`src/inc/dma_crc_evt_pkg.sv`:
```
// shared constants for the dma crc routing and channel event control block
// assumes a 32-bit ahb-lite register bus and byte addresses below 0x40
package dma_crc_evt_pkg;
  // register byte offsets
  localparam logic [7:0]  OFF_CRC_CONTROL  = 8'h00;
  localparam logic [7:0]  OFF_CRC_RESULT   = 8'h04;
  localparam logic [7:0]  OFF_DEST_START   = 8'h08;
  localparam logic [7:0]  OFF_INT_STATUS   = 8'h0C;
  localparam logic [7:0]  OFF_INT_MASK     = 8'h10;
  localparam logic [7:0]  OFF_CHAN_ENABLE  = 8'h14;
  localparam logic [7:0]  OFF_CHAN_BUSY    = 8'h18;
  localparam logic [7:0]  OFF_EVENT_BASE   = 8'h20;
  // crc control fields
  localparam int          CRC_WBO_BIT      = 7;
  localparam int          CRC_APPEND_BIT   = 6;
  localparam int          CRC_KIND_BIT     = 5;
  localparam int          CRC_CH_LSB       = 0;
  localparam int          CRC_CH_W         = 3;
  // event control fields
  localparam int          EVT_ABORT_IRQ_LSB = 16;
  localparam int          EVT_START_IRQ_LSB = 8;
  localparam int          EVT_FORCE_BIT     = 7;
  localparam int          EVT_ABORT_BIT     = 6;
  localparam int          EVT_PATTERN_ABORT_ENABLE_BIT     = 5;
  localparam int          EVT_START_IRQ_ENABLE_BIT    = 4;
  localparam int          EVT_ABORT_IRQ_ENABLE_BIT    = 3;
  // interrupt status layout: abort flags low byte, start flags next byte
  localparam int          STAT_START_LSB    = 8;
  // reset values
  localparam logic [7:0]  IRQ_NUM_RESET     = 8'hFF;
  localparam logic [31:0] CRC_SEED          = 32'hFFFFFFFF;
  localparam logic [31:0] CRC_POLY          = 32'h04C11DB7;
  localparam logic [31:0] WORD_ZERO         = 32'h00000000;
  // ahb transfer types
  localparam logic [1:0]  HTRANS_NONSEQ     = 2'h2;
  localparam logic [1:0]  HTRANS_SEQ        = 2'h3;
endpackage

```
`src/rtl/crc_calc.sv`:
```
// crc engine: lfsr crc-32 or internet header checksum over 32-bit words
// assumes one word per cycle while feed is high; clear restarts the sum
`timescale 1ns/10ps
`default_nettype none
module crc_calc (
  // clock and reset
  input  wire logic        hclk,
  input  wire logic        hresetn,
  // control
  input  wire logic        clear,
  input  wire logic        kind_ip,
  // data
  input  wire logic        feed,
  input  wire logic [31:0] data,
  output logic      [31:0] result
);
  import dma_crc_evt_pkg::*;

  logic [31:0] lfsr_ff;     // running lfsr remainder
  logic [31:0] nxt_lfsr;
  logic [16:0] sum_ff;      // ones complement sum, bit 16 is carry
  logic [16:0] nxt_sum;

  // bitwise lfsr step, msb first; unrolled by the loop, one word per cycle
  always_comb begin
    logic [17:0] s;
    s = 18'h00000;
    nxt_lfsr = lfsr_ff;
    for (int i = 31; i >= 0; i--) begin
      if (nxt_lfsr[31] ^ data[i]) begin
        nxt_lfsr = {nxt_lfsr[30:0], 1'b0} ^ CRC_POLY;
      end else begin
        nxt_lfsr = {nxt_lfsr[30:0], 1'b0};
      end
    end
    // two halfwords plus folded carry; fold again so no carry is lost
    s = {2'b00, sum_ff[15:0]} + {2'b00, data[31:16]} + {2'b00, data[15:0]} + {17'h00000, sum_ff[16]};
    nxt_sum = {1'b0, s[15:0]} + {15'h0000, s[17:16]};
  end

  // state update
  always_ff @(posedge hclk or negedge hresetn) begin
    if (!hresetn) begin
      lfsr_ff <= CRC_SEED;
      sum_ff  <= 17'h00000;
    end else if (clear) begin
      lfsr_ff <= CRC_SEED;
      sum_ff  <= 17'h00000;
    end else if (feed) begin
      lfsr_ff <= nxt_lfsr;
      sum_ff  <= nxt_sum;
    end
  end

  // result of the selected kind
  assign result = kind_ip ? {16'h0000, ~(sum_ff[15:0] + {15'h0000, sum_ff[16]})} : lfsr_ff;
endmodule
`default_nettype wire

```
`src/rtl/chan_event_ctrl.sv`:
```
// one channel's event control register and start/abort decision
// assumes one interrupt number per cycle on irq_valid/irq_number
`timescale 1ns/10ps
`default_nettype none
module chan_event_ctrl (
  // clock and reset
  input  wire logic        hclk,
  input  wire logic        hresetn,
  // register write
  input  wire logic        wr_en,
  input  wire logic [31:0] wdata,
  output logic      [31:0] rdata,
  // events
  input  wire logic        irq_valid,
  input  wire logic [7:0]  irq_number,
  input  wire logic        pattern_hit,
  // decisions
  output logic             start_evt,
  output logic             abort_evt,
  output logic             pattern_abort
);
  import dma_crc_evt_pkg::*;

  logic [7:0] abort_irq_number_ff;
  logic [7:0] start_irq_number_ff;
  logic       pattern_abort_enable_ff;
  logic       start_irq_enable_ff;
  logic       abort_irq_enable_ff;

  // stored fields; force and abort bits are not stored
  always_ff @(posedge hclk or negedge hresetn) begin
    if (!hresetn) begin
      abort_irq_number_ff     <= IRQ_NUM_RESET;
      start_irq_number_ff     <= IRQ_NUM_RESET;
      pattern_abort_enable_ff <= 1'b0;
      start_irq_enable_ff     <= 1'b0;
      abort_irq_enable_ff     <= 1'b0;
    end else if (wr_en) begin
      abort_irq_number_ff     <= wdata[EVT_ABORT_IRQ_LSB +: 8];
      start_irq_number_ff     <= wdata[EVT_START_IRQ_LSB +: 8];
      pattern_abort_enable_ff <= wdata[EVT_PATTERN_ABORT_ENABLE_BIT];
      start_irq_enable_ff     <= wdata[EVT_START_IRQ_ENABLE_BIT];
      abort_irq_enable_ff     <= wdata[EVT_ABORT_IRQ_ENABLE_BIT];
    end
  end

  // decisions, abort first so a start in the same cycle is dropped
  always_comb begin
    pattern_abort = pattern_hit && pattern_abort_enable_ff;
    abort_evt = (irq_valid && abort_irq_enable_ff && irq_number == abort_irq_number_ff)
                || (wr_en && wdata[EVT_ABORT_BIT])
                || pattern_abort;
    start_evt = ((irq_valid && start_irq_enable_ff && irq_number == start_irq_number_ff)
                 || (wr_en && wdata[EVT_FORCE_BIT]))
                && !abort_evt;
  end

  // readback; top byte and force/abort bits read zero
  assign rdata = {8'h00, abort_irq_number_ff, start_irq_number_ff, 2'b00,
                  pattern_abort_enable_ff, start_irq_enable_ff, abort_irq_enable_ff, 3'b000};
endmodule
`default_nettype wire

```
`src/rtl/dma_crc_evt.sv`:
```
// dma crc routing, crc configuration and per-channel event control
// assumes an ahb-lite master, and a channel datapath that offers source
// words of the crc channel and reports block completion per channel
//
// Overview of operation
// - append mode: source feeds crc only
// - append: crc written to destination start address
// - no append: data to crc and destination
// - kind bit picks checksum or lfsr crc
// - three-bit field picks crc channel 0-7
// - append cannot be set while byte order set
// - abort irq number aborts, sets abort flag
// - start irq number begins channel transfer
// - event control top byte reads zero
// - force bit starts transfer, reads zero
// - abort bit aborts transfer, reads zero
// - pattern abort aborts and clears enable
// - abort irq honoured only when enabled
`timescale 1ns/10ps
`default_nettype none
module dma_crc_evt #(
  parameter int NUM_CH = 8  // channels with event control
) (
  // clock and reset
  input  wire logic        hclk,
  input  wire logic        hresetn,
  // ahb-lite slave
  input  wire logic        hsel,
  input  wire logic [7:0]  haddr,
  input  wire logic [1:0]  htrans,
  input  wire logic        hwrite,
  input  wire logic [2:0]  hsize,
  input  wire logic        hready,
  input  wire logic [31:0] hwdata,
  output logic      [31:0] hrdata,
  output logic             hreadyout,
  output logic             hresp,
  // interrupt events and pattern detect
  input  wire logic        irq_valid,
  input  wire logic [7:0]  irq_number,
  input  wire logic [NUM_CH-1:0] pattern_hit,
  input  wire logic [NUM_CH-1:0] block_done,
  // source words of the crc channel
  input  wire logic        src_valid,
  input  wire logic [31:0] src_data,
  output logic             src_ready,
  // destination writes
  output logic             dst_valid,
  output logic [31:0]      dst_data,
  output logic [31:0]      dst_addr,
  output logic             dst_is_crc,
  input  wire logic        dst_ready,
  // channel control outputs
  output logic [NUM_CH-1:0] chan_busy,
  output logic [NUM_CH-1:0] chan_start,
  output logic [NUM_CH-1:0] chan_abort,
  output logic [NUM_CH-1:0] channel_enable_bit,
  // interrupt
  output logic             irq
);
  import dma_crc_evt_pkg::*;

  // channels are limited by the three-bit select and the status layout
  if (NUM_CH < 1 || NUM_CH > 8) begin : g_bad_num_ch
    $error("NUM_CH must be 1 to 8");
  end

  ////////////////////////////////////////////////////////////////////////////
  // functions

  // word index of an event control register, or all ones if none
  function automatic logic [3:0] event_index(input logic [7:0] a);
    logic [7:0] d;
    d = a - OFF_EVENT_BASE;
    if (a >= OFF_EVENT_BASE && d[7:2] < 6'(NUM_CH) && d[1:0] == 2'b00) begin
      event_index = {1'b0, d[4:2]};
    end else begin
      event_index = 4'hF;
    end
  endfunction

  // byte reversal for the alternate write byte order
  function automatic logic [31:0] swap_bytes(input logic [31:0] w);
    swap_bytes = {w[7:0], w[15:8], w[23:16], w[31:24]};
  endfunction

  ////////////////////////////////////////////////////////////////////////////
  // declarations

  logic              addr_phase; // valid address phase this cycle
  logic              wr_pend_ff; // write data phase pending
  logic [7:0]        wr_addr_ff; // latched write address
  logic [31:0]       hrdata_ff; // read data for data phase
  logic [31:0]       rd_mux; // read value of haddr
  logic [3:0]        wr_evt_idx; // event register hit by write

  logic              wbo_ff; // write byte order select
  logic              append_ff; // crc append select
  logic              kind_ff; // crc kind select
  logic [2:0]        crc_ch_ff; // crc channel select
  logic [31:0]       dest_start_ff; // destination start address
  logic [15:0]       int_status_ff; // sticky event flags
  logic [15:0]       int_mask_ff; // interrupt mask
  logic [NUM_CH-1:0] chan_en_ff; // channel enable bits
  logic [NUM_CH-1:0] busy_ff; // transfer in progress
  logic [NUM_CH-1:0] start_ff; // start pulse out
  logic [NUM_CH-1:0] abort_ff; // abort pulse out
  logic              irq_ff; // interrupt out

  logic [NUM_CH-1:0] ev_start; // per-channel start decision
  logic [NUM_CH-1:0] ev_abort; // per-channel abort decision
  logic [NUM_CH-1:0] ev_pat; // per-channel pattern abort
  logic [NUM_CH-1:0] go; // start accepted on enabled channel
  logic [31:0]       ev_rdata [NUM_CH]; // event register readback
  logic [15:0]       ev_flags; // events this cycle

  logic              crc_busy; // selected channel is moving data
  logic              crc_clear; // selected channel just started
  logic              take; // source word accepted
  logic              crc_done; // block done on crc channel
  logic [31:0]       crc_value; // engine result
  logic              dst_valid_ff;
  logic [31:0]       dst_data_ff;
  logic [31:0]       dst_addr_ff;
  logic              dst_crc_ff;
  logic              src_ready_ff;
  logic              nxt_dst_valid;

  ////////////////////////////////////////////////////////////////////////////
  // ahb-lite slave, zero wait states

  assign addr_phase = hsel && hready && (htrans == HTRANS_NONSEQ || htrans == HTRANS_SEQ);
  assign wr_evt_idx = event_index(wr_addr_ff);

  // latch write address; data arrives in the next cycle
  always_ff @(posedge hclk or negedge hresetn) begin
    if (!hresetn) begin
      wr_pend_ff <= 1'b0;
      wr_addr_ff <= 8'h00;
    end else if (hready) begin
      wr_pend_ff <= addr_phase && hwrite;
      wr_addr_ff <= haddr;
    end
  end

  // read mux; unmapped offsets read zero
  always_comb begin
    logic [3:0] ri;
    ri = event_index(haddr);
    rd_mux = WORD_ZERO;
    unique case (haddr)
      OFF_CRC_CONTROL: rd_mux = {24'h000000, wbo_ff, append_ff, kind_ff, 2'b00, crc_ch_ff};
      OFF_CRC_RESULT:  rd_mux = crc_value;
      OFF_DEST_START:  rd_mux = dest_start_ff;
      OFF_INT_STATUS:  rd_mux = {16'h0000, int_status_ff};
      OFF_INT_MASK:    rd_mux = {16'h0000, int_mask_ff};
      OFF_CHAN_ENABLE: rd_mux[NUM_CH-1:0] = chan_en_ff;
      OFF_CHAN_BUSY:   rd_mux[NUM_CH-1:0] = busy_ff;
      default: begin
        // event control registers sit in a strided window
        if (ri != 4'hF) begin
          rd_mux = ev_rdata[ri[2:0]];
        end
      end
    endcase
  end

  // read data registered at the address phase, shown in the data phase
  always_ff @(posedge hclk or negedge hresetn) begin
    if (!hresetn) begin
      hrdata_ff <= WORD_ZERO;
    end else if (addr_phase && !hwrite) begin
      hrdata_ff <= rd_mux;
    end
  end

  assign hrdata    = hrdata_ff;
  assign hreadyout = 1'b1;   // never stalls; tied because no wait state exists
  assign hresp     = 1'b0;   // always okay

  ////////////////////////////////////////////////////////////////////////////
  // crc control, destination address, mask

  // crc control write; append is refused while the written byte order is 1
  always_ff @(posedge hclk or negedge hresetn) begin
    if (!hresetn) begin
      wbo_ff    <= 1'b0;
      append_ff <= 1'b0;
      kind_ff   <= 1'b0;
      crc_ch_ff <= 3'h0;
    end else if (wr_pend_ff && wr_addr_ff == OFF_CRC_CONTROL) begin
      wbo_ff    <= hwdata[CRC_WBO_BIT];
      append_ff <= hwdata[CRC_APPEND_BIT] && !hwdata[CRC_WBO_BIT];
      kind_ff   <= hwdata[CRC_KIND_BIT];
      crc_ch_ff <= hwdata[CRC_CH_LSB +: CRC_CH_W];
    end
  end

  // plain read/write registers
  always_ff @(posedge hclk or negedge hresetn) begin
    if (!hresetn) begin
      dest_start_ff <= WORD_ZERO;
      int_mask_ff   <= 16'h0000;
    end else if (wr_pend_ff) begin
      if (wr_addr_ff == OFF_DEST_START) begin
        dest_start_ff <= hwdata;
      end
      if (wr_addr_ff == OFF_INT_MASK) begin
        int_mask_ff <= hwdata[15:0];
      end
    end
  end

  ////////////////////////////////////////////////////////////////////////////
  // channel event control

  for (genvar c = 0; c < NUM_CH; c++) begin : g_ch
    chan_event_ctrl u_evt (
      .hclk          (hclk),
      .hresetn       (hresetn),
      .wr_en         (wr_pend_ff && wr_evt_idx == 4'(c)),
      .wdata         (hwdata),
      .rdata         (ev_rdata[c]),
      .irq_valid     (irq_valid),
      .irq_number    (irq_number),
      .pattern_hit   (pattern_hit[c]),
      .start_evt     (ev_start[c]),
      .abort_evt     (ev_abort[c]),
      .pattern_abort (ev_pat[c])
    );
  end

  // a start only counts on an enabled channel
  assign go = ev_start & chan_en_ff;

  // channel enable; a pattern abort clears it and beats a same-cycle write
  always_ff @(posedge hclk or negedge hresetn) begin
    if (!hresetn) begin
      chan_en_ff <= '0;
    end else begin
      if (wr_pend_ff && wr_addr_ff == OFF_CHAN_ENABLE) begin
        chan_en_ff <= hwdata[NUM_CH-1:0];
      end
      for (int c = 0; c < NUM_CH; c++) begin
        if (ev_pat[c]) begin
          chan_en_ff[c] <= 1'b0;
        end
      end
    end
  end

  // busy: abort or completion ends a transfer; a new start beats a completion
  always_ff @(posedge hclk or negedge hresetn) begin
    if (!hresetn) begin
      busy_ff <= '0;
    end else begin
      busy_ff <= ((busy_ff & ~block_done) | go) & ~ev_abort;
    end
  end

  // one-cycle start and abort pulses to the channel datapath
  always_ff @(posedge hclk or negedge hresetn) begin
    if (!hresetn) begin
      start_ff <= '0;
      abort_ff <= '0;
    end else begin
      start_ff <= go;
      abort_ff <= ev_abort & busy_ff;
    end
  end

  assign chan_busy          = busy_ff;
  assign chan_start         = start_ff;
  assign chan_abort         = abort_ff;
  assign channel_enable_bit = chan_en_ff;

  ////////////////////////////////////////////////////////////////////////////
  // interrupt status and output

  always_comb begin
    ev_flags = 16'h0000;
    ev_flags[NUM_CH-1:0] = ev_abort & busy_ff;
    ev_flags[STAT_START_LSB +: NUM_CH] = go;
  end

  // sticky flags, write one to clear; a new event wins over the clear
  always_ff @(posedge hclk or negedge hresetn) begin
    if (!hresetn) begin
      int_status_ff <= 16'h0000;
    end else if (wr_pend_ff && wr_addr_ff == OFF_INT_STATUS) begin
      int_status_ff <= (int_status_ff & ~hwdata[15:0]) | ev_flags;
    end else begin
      int_status_ff <= int_status_ff | ev_flags;
    end
  end

  // level interrupt, one cycle behind the flags
  always_ff @(posedge hclk or negedge hresetn) begin
    if (!hresetn) begin
      irq_ff <= 1'b0;
    end else begin
      irq_ff <= |(int_status_ff & int_mask_ff);
    end
  end

  assign irq = irq_ff;

  ////////////////////////////////////////////////////////////////////////////
  // crc datapath

  assign crc_busy  = busy_ff[crc_ch_ff];
  assign crc_clear = go[crc_ch_ff];
  assign crc_done  = block_done[crc_ch_ff] && busy_ff[crc_ch_ff];
  assign take      = src_valid && src_ready_ff && crc_busy;

  crc_calc u_crc (
    .hclk    (hclk),
    .hresetn (hresetn),
    .clear   (crc_clear),
    .kind_ip (kind_ff),
    .feed    (take),
    .data    (src_data),
    .result  (crc_value)
  );

  // destination slot: pass-through words, or the crc word at block end
  always_comb begin
    nxt_dst_valid = dst_valid_ff && !dst_ready;
    if (take && !append_ff) begin
      nxt_dst_valid = 1'b1;
    end
    if (crc_done && append_ff) begin
      nxt_dst_valid = 1'b1;
    end
  end

  // destination register; source is taken only while the slot is free,
  // which halves throughput but keeps src_ready a plain flop
  always_ff @(posedge hclk or negedge hresetn) begin
    if (!hresetn) begin
      dst_valid_ff <= 1'b0;
      dst_data_ff  <= WORD_ZERO;
      dst_addr_ff  <= WORD_ZERO;
      dst_crc_ff   <= 1'b0;
      src_ready_ff <= 1'b0;
    end else begin
      dst_valid_ff <= nxt_dst_valid;
      src_ready_ff <= !nxt_dst_valid && !(crc_done && append_ff);
      if (take && !append_ff) begin
        dst_data_ff <= wbo_ff ? swap_bytes(src_data) : src_data;
        dst_crc_ff  <= 1'b0;
      end else if (crc_done && append_ff) begin
        dst_data_ff <= crc_value;
        dst_addr_ff <= dest_start_ff;
        dst_crc_ff  <= 1'b1;
      end
    end
  end

  assign src_ready  = src_ready_ff;
  assign dst_valid  = dst_valid_ff;
  assign dst_data   = dst_data_ff;
  assign dst_addr   = dst_addr_ff;
  assign dst_is_crc = dst_crc_ff;
endmodule
`default_nettype wire

```
`config.mk`:
```
export PLATFORM = sky130hd
export DESIGN_NAME = dma_crc_evt
export DESIGN_NICKNAME = d
export VERILOG_FILES = /design/src/inc/dma_crc_evt_pkg.sv /design/src/rtl/crc_calc.sv /design/src/rtl/chan_event_ctrl.sv /design/src/rtl/dma_crc_evt.sv
export SDC_FILE = /design/constraint.sdc
export NUM_CORES = 1
export LEC_CHECK = 0
export BUFFER_PORTS_ARGS = -buffer_cell sky130_fd_sc_hd__buf_4
export CORE_AREA = 10 10 247 249
export CTS_BUF_LIST = sky130_fd_sc_hd__clkbuf_8
export CTS_CLUSTER_DIAMETER = 60
export DETAILED_ROUTE_END_ITERATION = 7
export DIE_AREA = 0 0 257 259
export PLACE_DENSITY_LB_ADDON = 0.05
export SLEW_MARGIN = 20
export SYNTH_ARGS = -nofsm -noshare
export SYNTH_HDL_FRONTEND = slang
export SYNTH_SLANG_ARGS = --single-unit
```
`constraint.sdc`:
```
create_clock -name hclk -period 6.7 [get_ports hclk]
set_clock_uncertainty 0.05 [all_clocks]
set_input_delay 1.675 -clock hclk [delete_from_list [all_inputs] [get_ports hclk]]
set_output_delay 1.675 -clock hclk [all_outputs]
set_load 0.01 [all_outputs]
```
==> results of run 1 <==
[registers in the layout, indices dropped and copies added, names as in the netlist, 16 cells and up]
| signal | flops |
|---|---|
| hrdata | 32 |
| g_ch.u_evt.start_irq_number_ff | 64 |
| dest_start_ff | 32 |
| u_crc.lfsr_ff | 32 |
| u_crc.sum_ff | 17 |
| int_mask_ff | 16 |
| int_status_ff | 16 |
| dst_data | 32 |
| g_ch.u_evt.abort_irq_number_ff | 64 |
| dst_addr | 32 |
[metrics by stage]
stage                     hold slack (ns)  TNS, ns  cells
final                               0.428        0   3435
after detailed placement            0.422    -5.24   3282
after floorplan                     0.401        0   2322
after global placement              0.419    -3.98   3282
after CTS                           0.426        0   3429
after global routing                0.462   -0.137   3433
[worst min path at each step]
| stage | to | start | slack [ns] | cells past startpoint |
|---|---|---|---|---|
| after floorplan | channel_enable_bit[0]$_DFFE_PN0P_ | g_ch[0].u_evt.pattern_abort_enable_ff$_DFFE_PN0P_ | 0.40 | 1 |
| after global placement | hrdata[28]$_DFFE_PN0P_ | hrdata[28]$_DFFE_PN0P_ | 0.42 | 2 |
| after detailed placement | hrdata[28]$_DFFE_PN0P_ | hrdata[28]$_DFFE_PN0P_ | 0.42 | 2 |
| after CTS | channel_enable_bit[1]$_DFFE_PN0P_ | g_ch[1].u_evt.pattern_abort_enable_ff$_DFFE_PN0P_ | 0.43 | 1 |
| after global routing | hrdata[28]$_DFFE_PN0P_ | hrdata[28]$_DFFE_PN0P_ | 0.46 | 2 |
| final | hrdata[28]$_DFFE_PN0P_ | hrdata[28]$_DFFE_PN0P_ | 0.43 | 2 |
[worst max-delay path, delay by kind of cell]
kind | cells | cell delay, ns
xor gates and xnor gates | 3 | 0.55
and+or+nand+nor | 7 | 1.28
buffers and inverters | 3 | 0.27
AOI/OAI and AO/OA | 14 | 1.95
adders and majority gates | 5 | 1.18
[cell type report]
class	count	share of cell area, %
multi-input combinational	1714	46.6
antenna	3	0.0252
sequential	412	35.3
clock inverter	49	0.941
timing repair buffer	351	8.96
inverter	56	0.706
clock buffer	94	4.34
tap	756	3.18
[cells in the mapped netlist (11+ instances only)]
| cell type | instances | share of area (%) |
|---|---|---|
| a221oi_1 | 11 | 0.39 |
| clkbuf_1 | 117 | 1.8 |
| a211oi_1 | 33 | 0.99 |
| nand4_1 | 25 | 0.63 |
| nand2_1 | 215 | 3.2 |
| ha_1 | 37 | 1.9 |
| dfstp_2 | 160 | 17 |
| dfrtp_1 | 252 | 25 |
| buf_1 | 21 | 0.32 |
| a31oi_1 | 18 | 0.45 |
| a21oi_1 | 71 | 1.4 |
| nor3_1 | 18 | 0.36 |
| o21ai_0 | 105 | 2.1 |
| o211ai_1 | 26 | 0.78 |
| a22oi_1 | 45 | 1.4 |
| xor2_1 | 125 | 4.4 |
| mux2i_1 | 70 | 2.8 |
| nor2b_1 | 27 | 0.68 |
| xnor2_2 | 19 | 1.2 |
| a21o_1 | 17 | 0.51 |
| nor2_1 | 92 | 1.4 |
| mux2_2 | 248 | 11 |
| inv_1 | 56 | 0.84 |
| xnor2_1 | 269 | 9.5 |
| o221ai_1 | 16 | 0.56 |
| a222oi_1 | 16 | 0.64 |
| nand3_1 | 48 | 0.96 |
| xnor2_4 | 15 | 1.7 |
| nor4_1 | 21 | 0.53 |
[repair_timing]
action                     CTS  global route
hold endpoints to repair     0             0
gates resized for setup      0            35
buffers inserted             4             3
setup endpoints to repair    1             9
pin swaps                    3            25
[per-layer routing]
metal	global-route usage, %	up-vias	share of wire (%)
met5	0	-	0
met4	8.51	0	3.1
met3	5.18	157	6.0
met2	45.2	648	49
met1	34.8	9893	42
li1	-	8778	-
[logic make-up after synthesis]
kind of cell               Yosys count  synth area share [%]
other                                2                0.0301
and+or+nand+nor                    496                  9.19
muxes                              326                  14.7
adders and majority gates           41                  2.18
DFF                                412                  42.2
xor gates and xnor gates           441                  17.9
buffers and inverters              196                  2.98
AOI/OAI and AO/OA                  408                  10.8
==> metrics.cfg, run 1 <==
[status]
status=complete, no violations

[detailed_routing]
drc=0
drtIter0Drc=1350
route.antenna.remaining_nets=0
vias=19476
first_pass_iters=8
via_per_inst=5.67
wl_um=91600
wl_per_cell_um=26.7

[worst_setup_path]
startpoint_type=primary input
r2r_cells=30
critPathSlowestCell=fa_2
cp-endpoint=u_crc.sum_ff[14]$_DFFE_PN0P_
r2r-start=u_crc.sum_ff[2]$_DFFE_PN0P_
endpoint_kind=register
crit_fanout=3
worst-setup-path-type=primary input to register
r2r_end=u_crc.sum_ff[14]$_DFFE_PN0P_
startpoint=src_data[16]
ff2ff_setup_slack_ns=0.76
required_ns=7.16
cp.arrival_ns=6.92
max_stage_delay_ns=0.34

[cells_and_area]
final_nets=2762
syn_to_final_growth_pct=19.6
register_area_sq_um=10500
fill_cells=5209
final_common_cell=buf_4
final_area_sq_um=29800
final_cell_mix=buf_4, xnor2_1, dfrtp_1
layout-drive-gt1-share_pct=36.1
final_util_pct=53.2
multiInputGateArea_sq_um=13900

[yosys]
ys_async_sr_fraction_pct=100
synth_ff_type=dfrtp_1
syn-num-nets=2472
synth_area_per_cell_sq_um=10.7
yosys_register_bits=412
yosys_warnings=0
yosysSeqAreaShare_pct=42.2
yosysUniqueCellTypes=63
synth-edff-count=0
synth.cell_area_sq_um=24900
syn-instance-count=2322

[floorplanning]
coreArea_sq_um=56000
row_count=87
die_w_um=257
ios=243
dieArea_sq_um=66600
die_y_um=259
initial_core_util_pct=44.5

[sta]
finalHoldViolations=0
fin_crit_sh_pct=96.4
worstMarginPinSlew_ns=1.03
max_freq_mhz=155
fin_crit_ns=6.46
max-slew-margin-rel_pct=29.2
setup_viol=0
drv_slew=0
setup_slack_ns=0.244

[global_route]
grt_util_all_layers_pct=27.0
grt_pass1_wl_um=136000
first_global_vias=20168
grt_max_degree=111
antenna_found_initial=2
grt-ovfl-total=0

[cts]
cts_tree=yes
clkSinkCount=412
clockRootBuffer=clkbuf_8
cts_hold_buffers=0
clkSlewWorstSetupHoldPaths_ns=0.06
cts_buffer_depth=3
cts_htree_levels=3
cts-buffers-inserted=77
insertion_delay_ns=0.67

[place]
io_buffers=236
finalWeightedCongestion=0.920
hpwl_um=68400
dpl_cell_area_sq_um=28000
dp_slack_ns=-0.696

[job]
drv_cap=0

[worst_hold_path]
min_path_type=register to register

Power of run 1 is not shown: default switching activity piles up to over one toggle a cycle in this logic, so the estimate is an artifact.
==> run 2, diff against run 1 <==
--- a/config.mk
+++ b/config.mk
@@ -5,7 +5,7 @@
 export SDC_FILE = /design/constraint.sdc
 export NUM_CORES = 1
 export LEC_CHECK = 0
-export BUFFER_PORTS_ARGS = -buffer_cell sky130_fd_sc_hd__buf_4
+export BUFFER_PORTS_ARGS = -buffer_cell sky130_fd_sc_hd__buf_2
 export CORE_AREA = 10 10 247 249
 export CTS_BUF_LIST = sky130_fd_sc_hd__clkbuf_8
 export CTS_CLUSTER_DIAMETER = 60
==> metrics.cfg, run 2 (synthesized netlist as in run 1, its figures left out) <==
[cts]
cts_htree_levels=3  ; unchanged
clkSlewWorstSetupHoldPaths_ns=0.05  ; about the same
insertion_delay_ns=0.67  ; about the same
clockRootBuffer=clkbuf_8
cts-buffers-inserted=76  ; -1.3%
cts_hold_buffers=0  ; unchanged
cts_tree=yes
clkSinkCount=412  ; unchanged
cts_buffer_depth=3  ; unchanged

[worst_setup_path]
crit_path_frequent_cell=a21oi_2
startpoint_type=primary input
cp.arrival_ns=6.95  ; +0.03 ns
path_buf_inv=4  ; +1
crit_fanout=5  ; +2
max_stage_delay_ns=0.33  ; about the same
critPathSlowestCell=fa_2
endpoint_kind=register
worst-setup-path-type=primary input to register
crit_family=compound AO/OA/AOI/OAI gates
required_ns=7.19  ; +0.03 ns

[global_route]
grt-ovfl-total=0  ; unchanged
grt_max_degree=102  ; -8.1%
grt_pass1_wl_um=135000  ; -0.58%
first_global_vias=19672  ; -2.5%
grt_util_all_layers_pct=27.0  ; about the same
antenna_found_initial=4  ; +2

[sta]
fin_crit_ns=6.46  ; +0.00710 ns
setup_slack_ns=0.237  ; -0.00710 ns
setup_viol=0  ; unchanged
finalHoldViolations=0  ; unchanged
worstMarginPinSlew_ns=1.12  ; +0.0855 ns
max_freq_mhz=155  ; -0.11%
hold_slack_ns=0.430  ; +0.00233 ns
fin_crit_sh_pct=96.5  ; +0.11 points
max-slew-margin-rel_pct=23.3  ; -5.9 points
drv_slew=0  ; unchanged

[place]
dpl_cell_area_sq_um=27500  ; -1.7%
hpwl_um=69100  ; +0.99%
dp_slack_ns=-0.665  ; +0.0306 ns
finalWeightedCongestion=0.912  ; -0.83%
io_buffers=236  ; unchanged

[detailed_routing]
route.antenna.remaining_nets=0  ; unchanged
drc=0  ; unchanged
drtIter0Drc=1462  ; +8.3%
first_pass_iters=8  ; unchanged
vias=19558  ; +0.42%
wl_per_cell_um=26.9  ; +0.70%
via_per_inst=5.68  ; +0.16%
wl_um=92500  ; +0.96%

[worst_hold_path]
min_path_type=register to register

[cells_and_area]
reg.largest.list=g_ch.u_evt.abort_irq_number_ff: 64 flops, g_ch.u_evt.start_irq_number_ff: 64 flops
final_common_cell=xnor2_1
final_nets=2774  ; +0.43%
syn_to_final_growth_pct=17.6
final_cell_mix=xnor2_1, dfrtp_1, mux2_2
layout-drive-gt1-share_pct=36.7  ; +0.63 points
final_area_sq_um=29300  ; -1.6%

[floorplanning]
ios=243  ; unchanged
dieArea_sq_um=66600  ; unchanged
die_y_um=259  ; unchanged
die_w_um=257  ; unchanged
row_count=87  ; unchanged
initial_core_util_pct=44.5  ; unchanged
coreArea_sq_um=56000  ; unchanged

[status]
status=complete, no violations

[job]
drv_cap=0  ; unchanged

==> run 2: cell types whose count changed in the layout (fill, tap and decap cells not counted), sizes merged <==
cell	previous run	this run
clkbuf	94	98
buf	351	364
diode	3	1
inv	99	86
clkinv	3	11
bufinv	2	1
==> run 2: repair_timing <==
action                     4_1_cts  5_1_grt
buffers inserted                 0        5
gates resized for setup          0       31
setup endpoints to repair        0       10
==> run 2: path summary, 6_finish.rpt <==
kind / startpoint / endpoint / slack (ns) / cells after the start
max: src_data[16] / u_crc.sum_ff[10]$_DFFE_PN0P_ / 0.24 / 32
min: hrdata[13]$_DFFE_PN0P_ / hrdata[13]$_DFFE_PN0P_ / 0.43 / 2
max reg2reg: u_crc.sum_ff[0]$_DFFE_PN0P_ / u_crc.sum_ff[10]$_DFFE_PN0P_ / 0.94 / 31
min reg2reg: hrdata[13]$_DFFE_PN0P_ / hrdata[13]$_DFFE_PN0P_ / 0.43 / 2
max in group asynchronous: hresetn / wbo_ff$_DFFE_PN0P_ / 4.34 / 2
min in group asynchronous: hresetn / g_ch[0].u_evt.abort_irq_enable_ff$_DFFE_PN0P_ / 0.90 / 1
==> run 2: through the flow <==
stage | util [%] | TNS (ns) | std cells
after floorplan | - | 0 | 2322
after global placement | 49.2 | -4.60 | 3297
after detailed placement | 49.2 | -4.98 | 3297
after CTS | 52.1 | 0 | 3438
after global routing | 52.4 | -0.293 | 3444
final | 52.4 | 0 | 3444
==> run 2: metal layers <==
metal	vias up	routed length [um]	global-route usage [%]
met1	9977	39600	35.1
li1	8780	-	-
met2	653	45400	46.0
met4	2	2520	7.63
met3	146	4930	4.37
met5	-	13	0
==> run 2: final cells by class <==
| class | count | area [sq um] |
|---|---|---|
| Clock inverter | 43 | 240 |
| Multi-Input combinational cell | 1714 | 13900 |
| Antenna cell | 1 | 2.50 |
| Inverter | 56 | 210 |
| Sequential cell | 412 | 10500 |
| Timing Repair Buffer | 364 | 2160 |
| Tap cell | 756 | 946 |
| Fill cell | 5233 | 26700 |
| Clock buffer | 98 | 1350 |
==> run 2: worst reg2reg max path, delay by kind of cell (launching register included) <==
family | cells | cell delay [ns]
AOI/OAI and AO/OA | 13 | 1.95
xor gates and xnor gates | 3 | 0.49
adders and majority gates | 5 | 1.26
buffers and inverters | 3 | 0.41
DFF | 1 | 0.42
muxes | 1 | 0.14
and+or+nand+nor | 6 | 0.93
Power of run 2 is left out for the same reason.
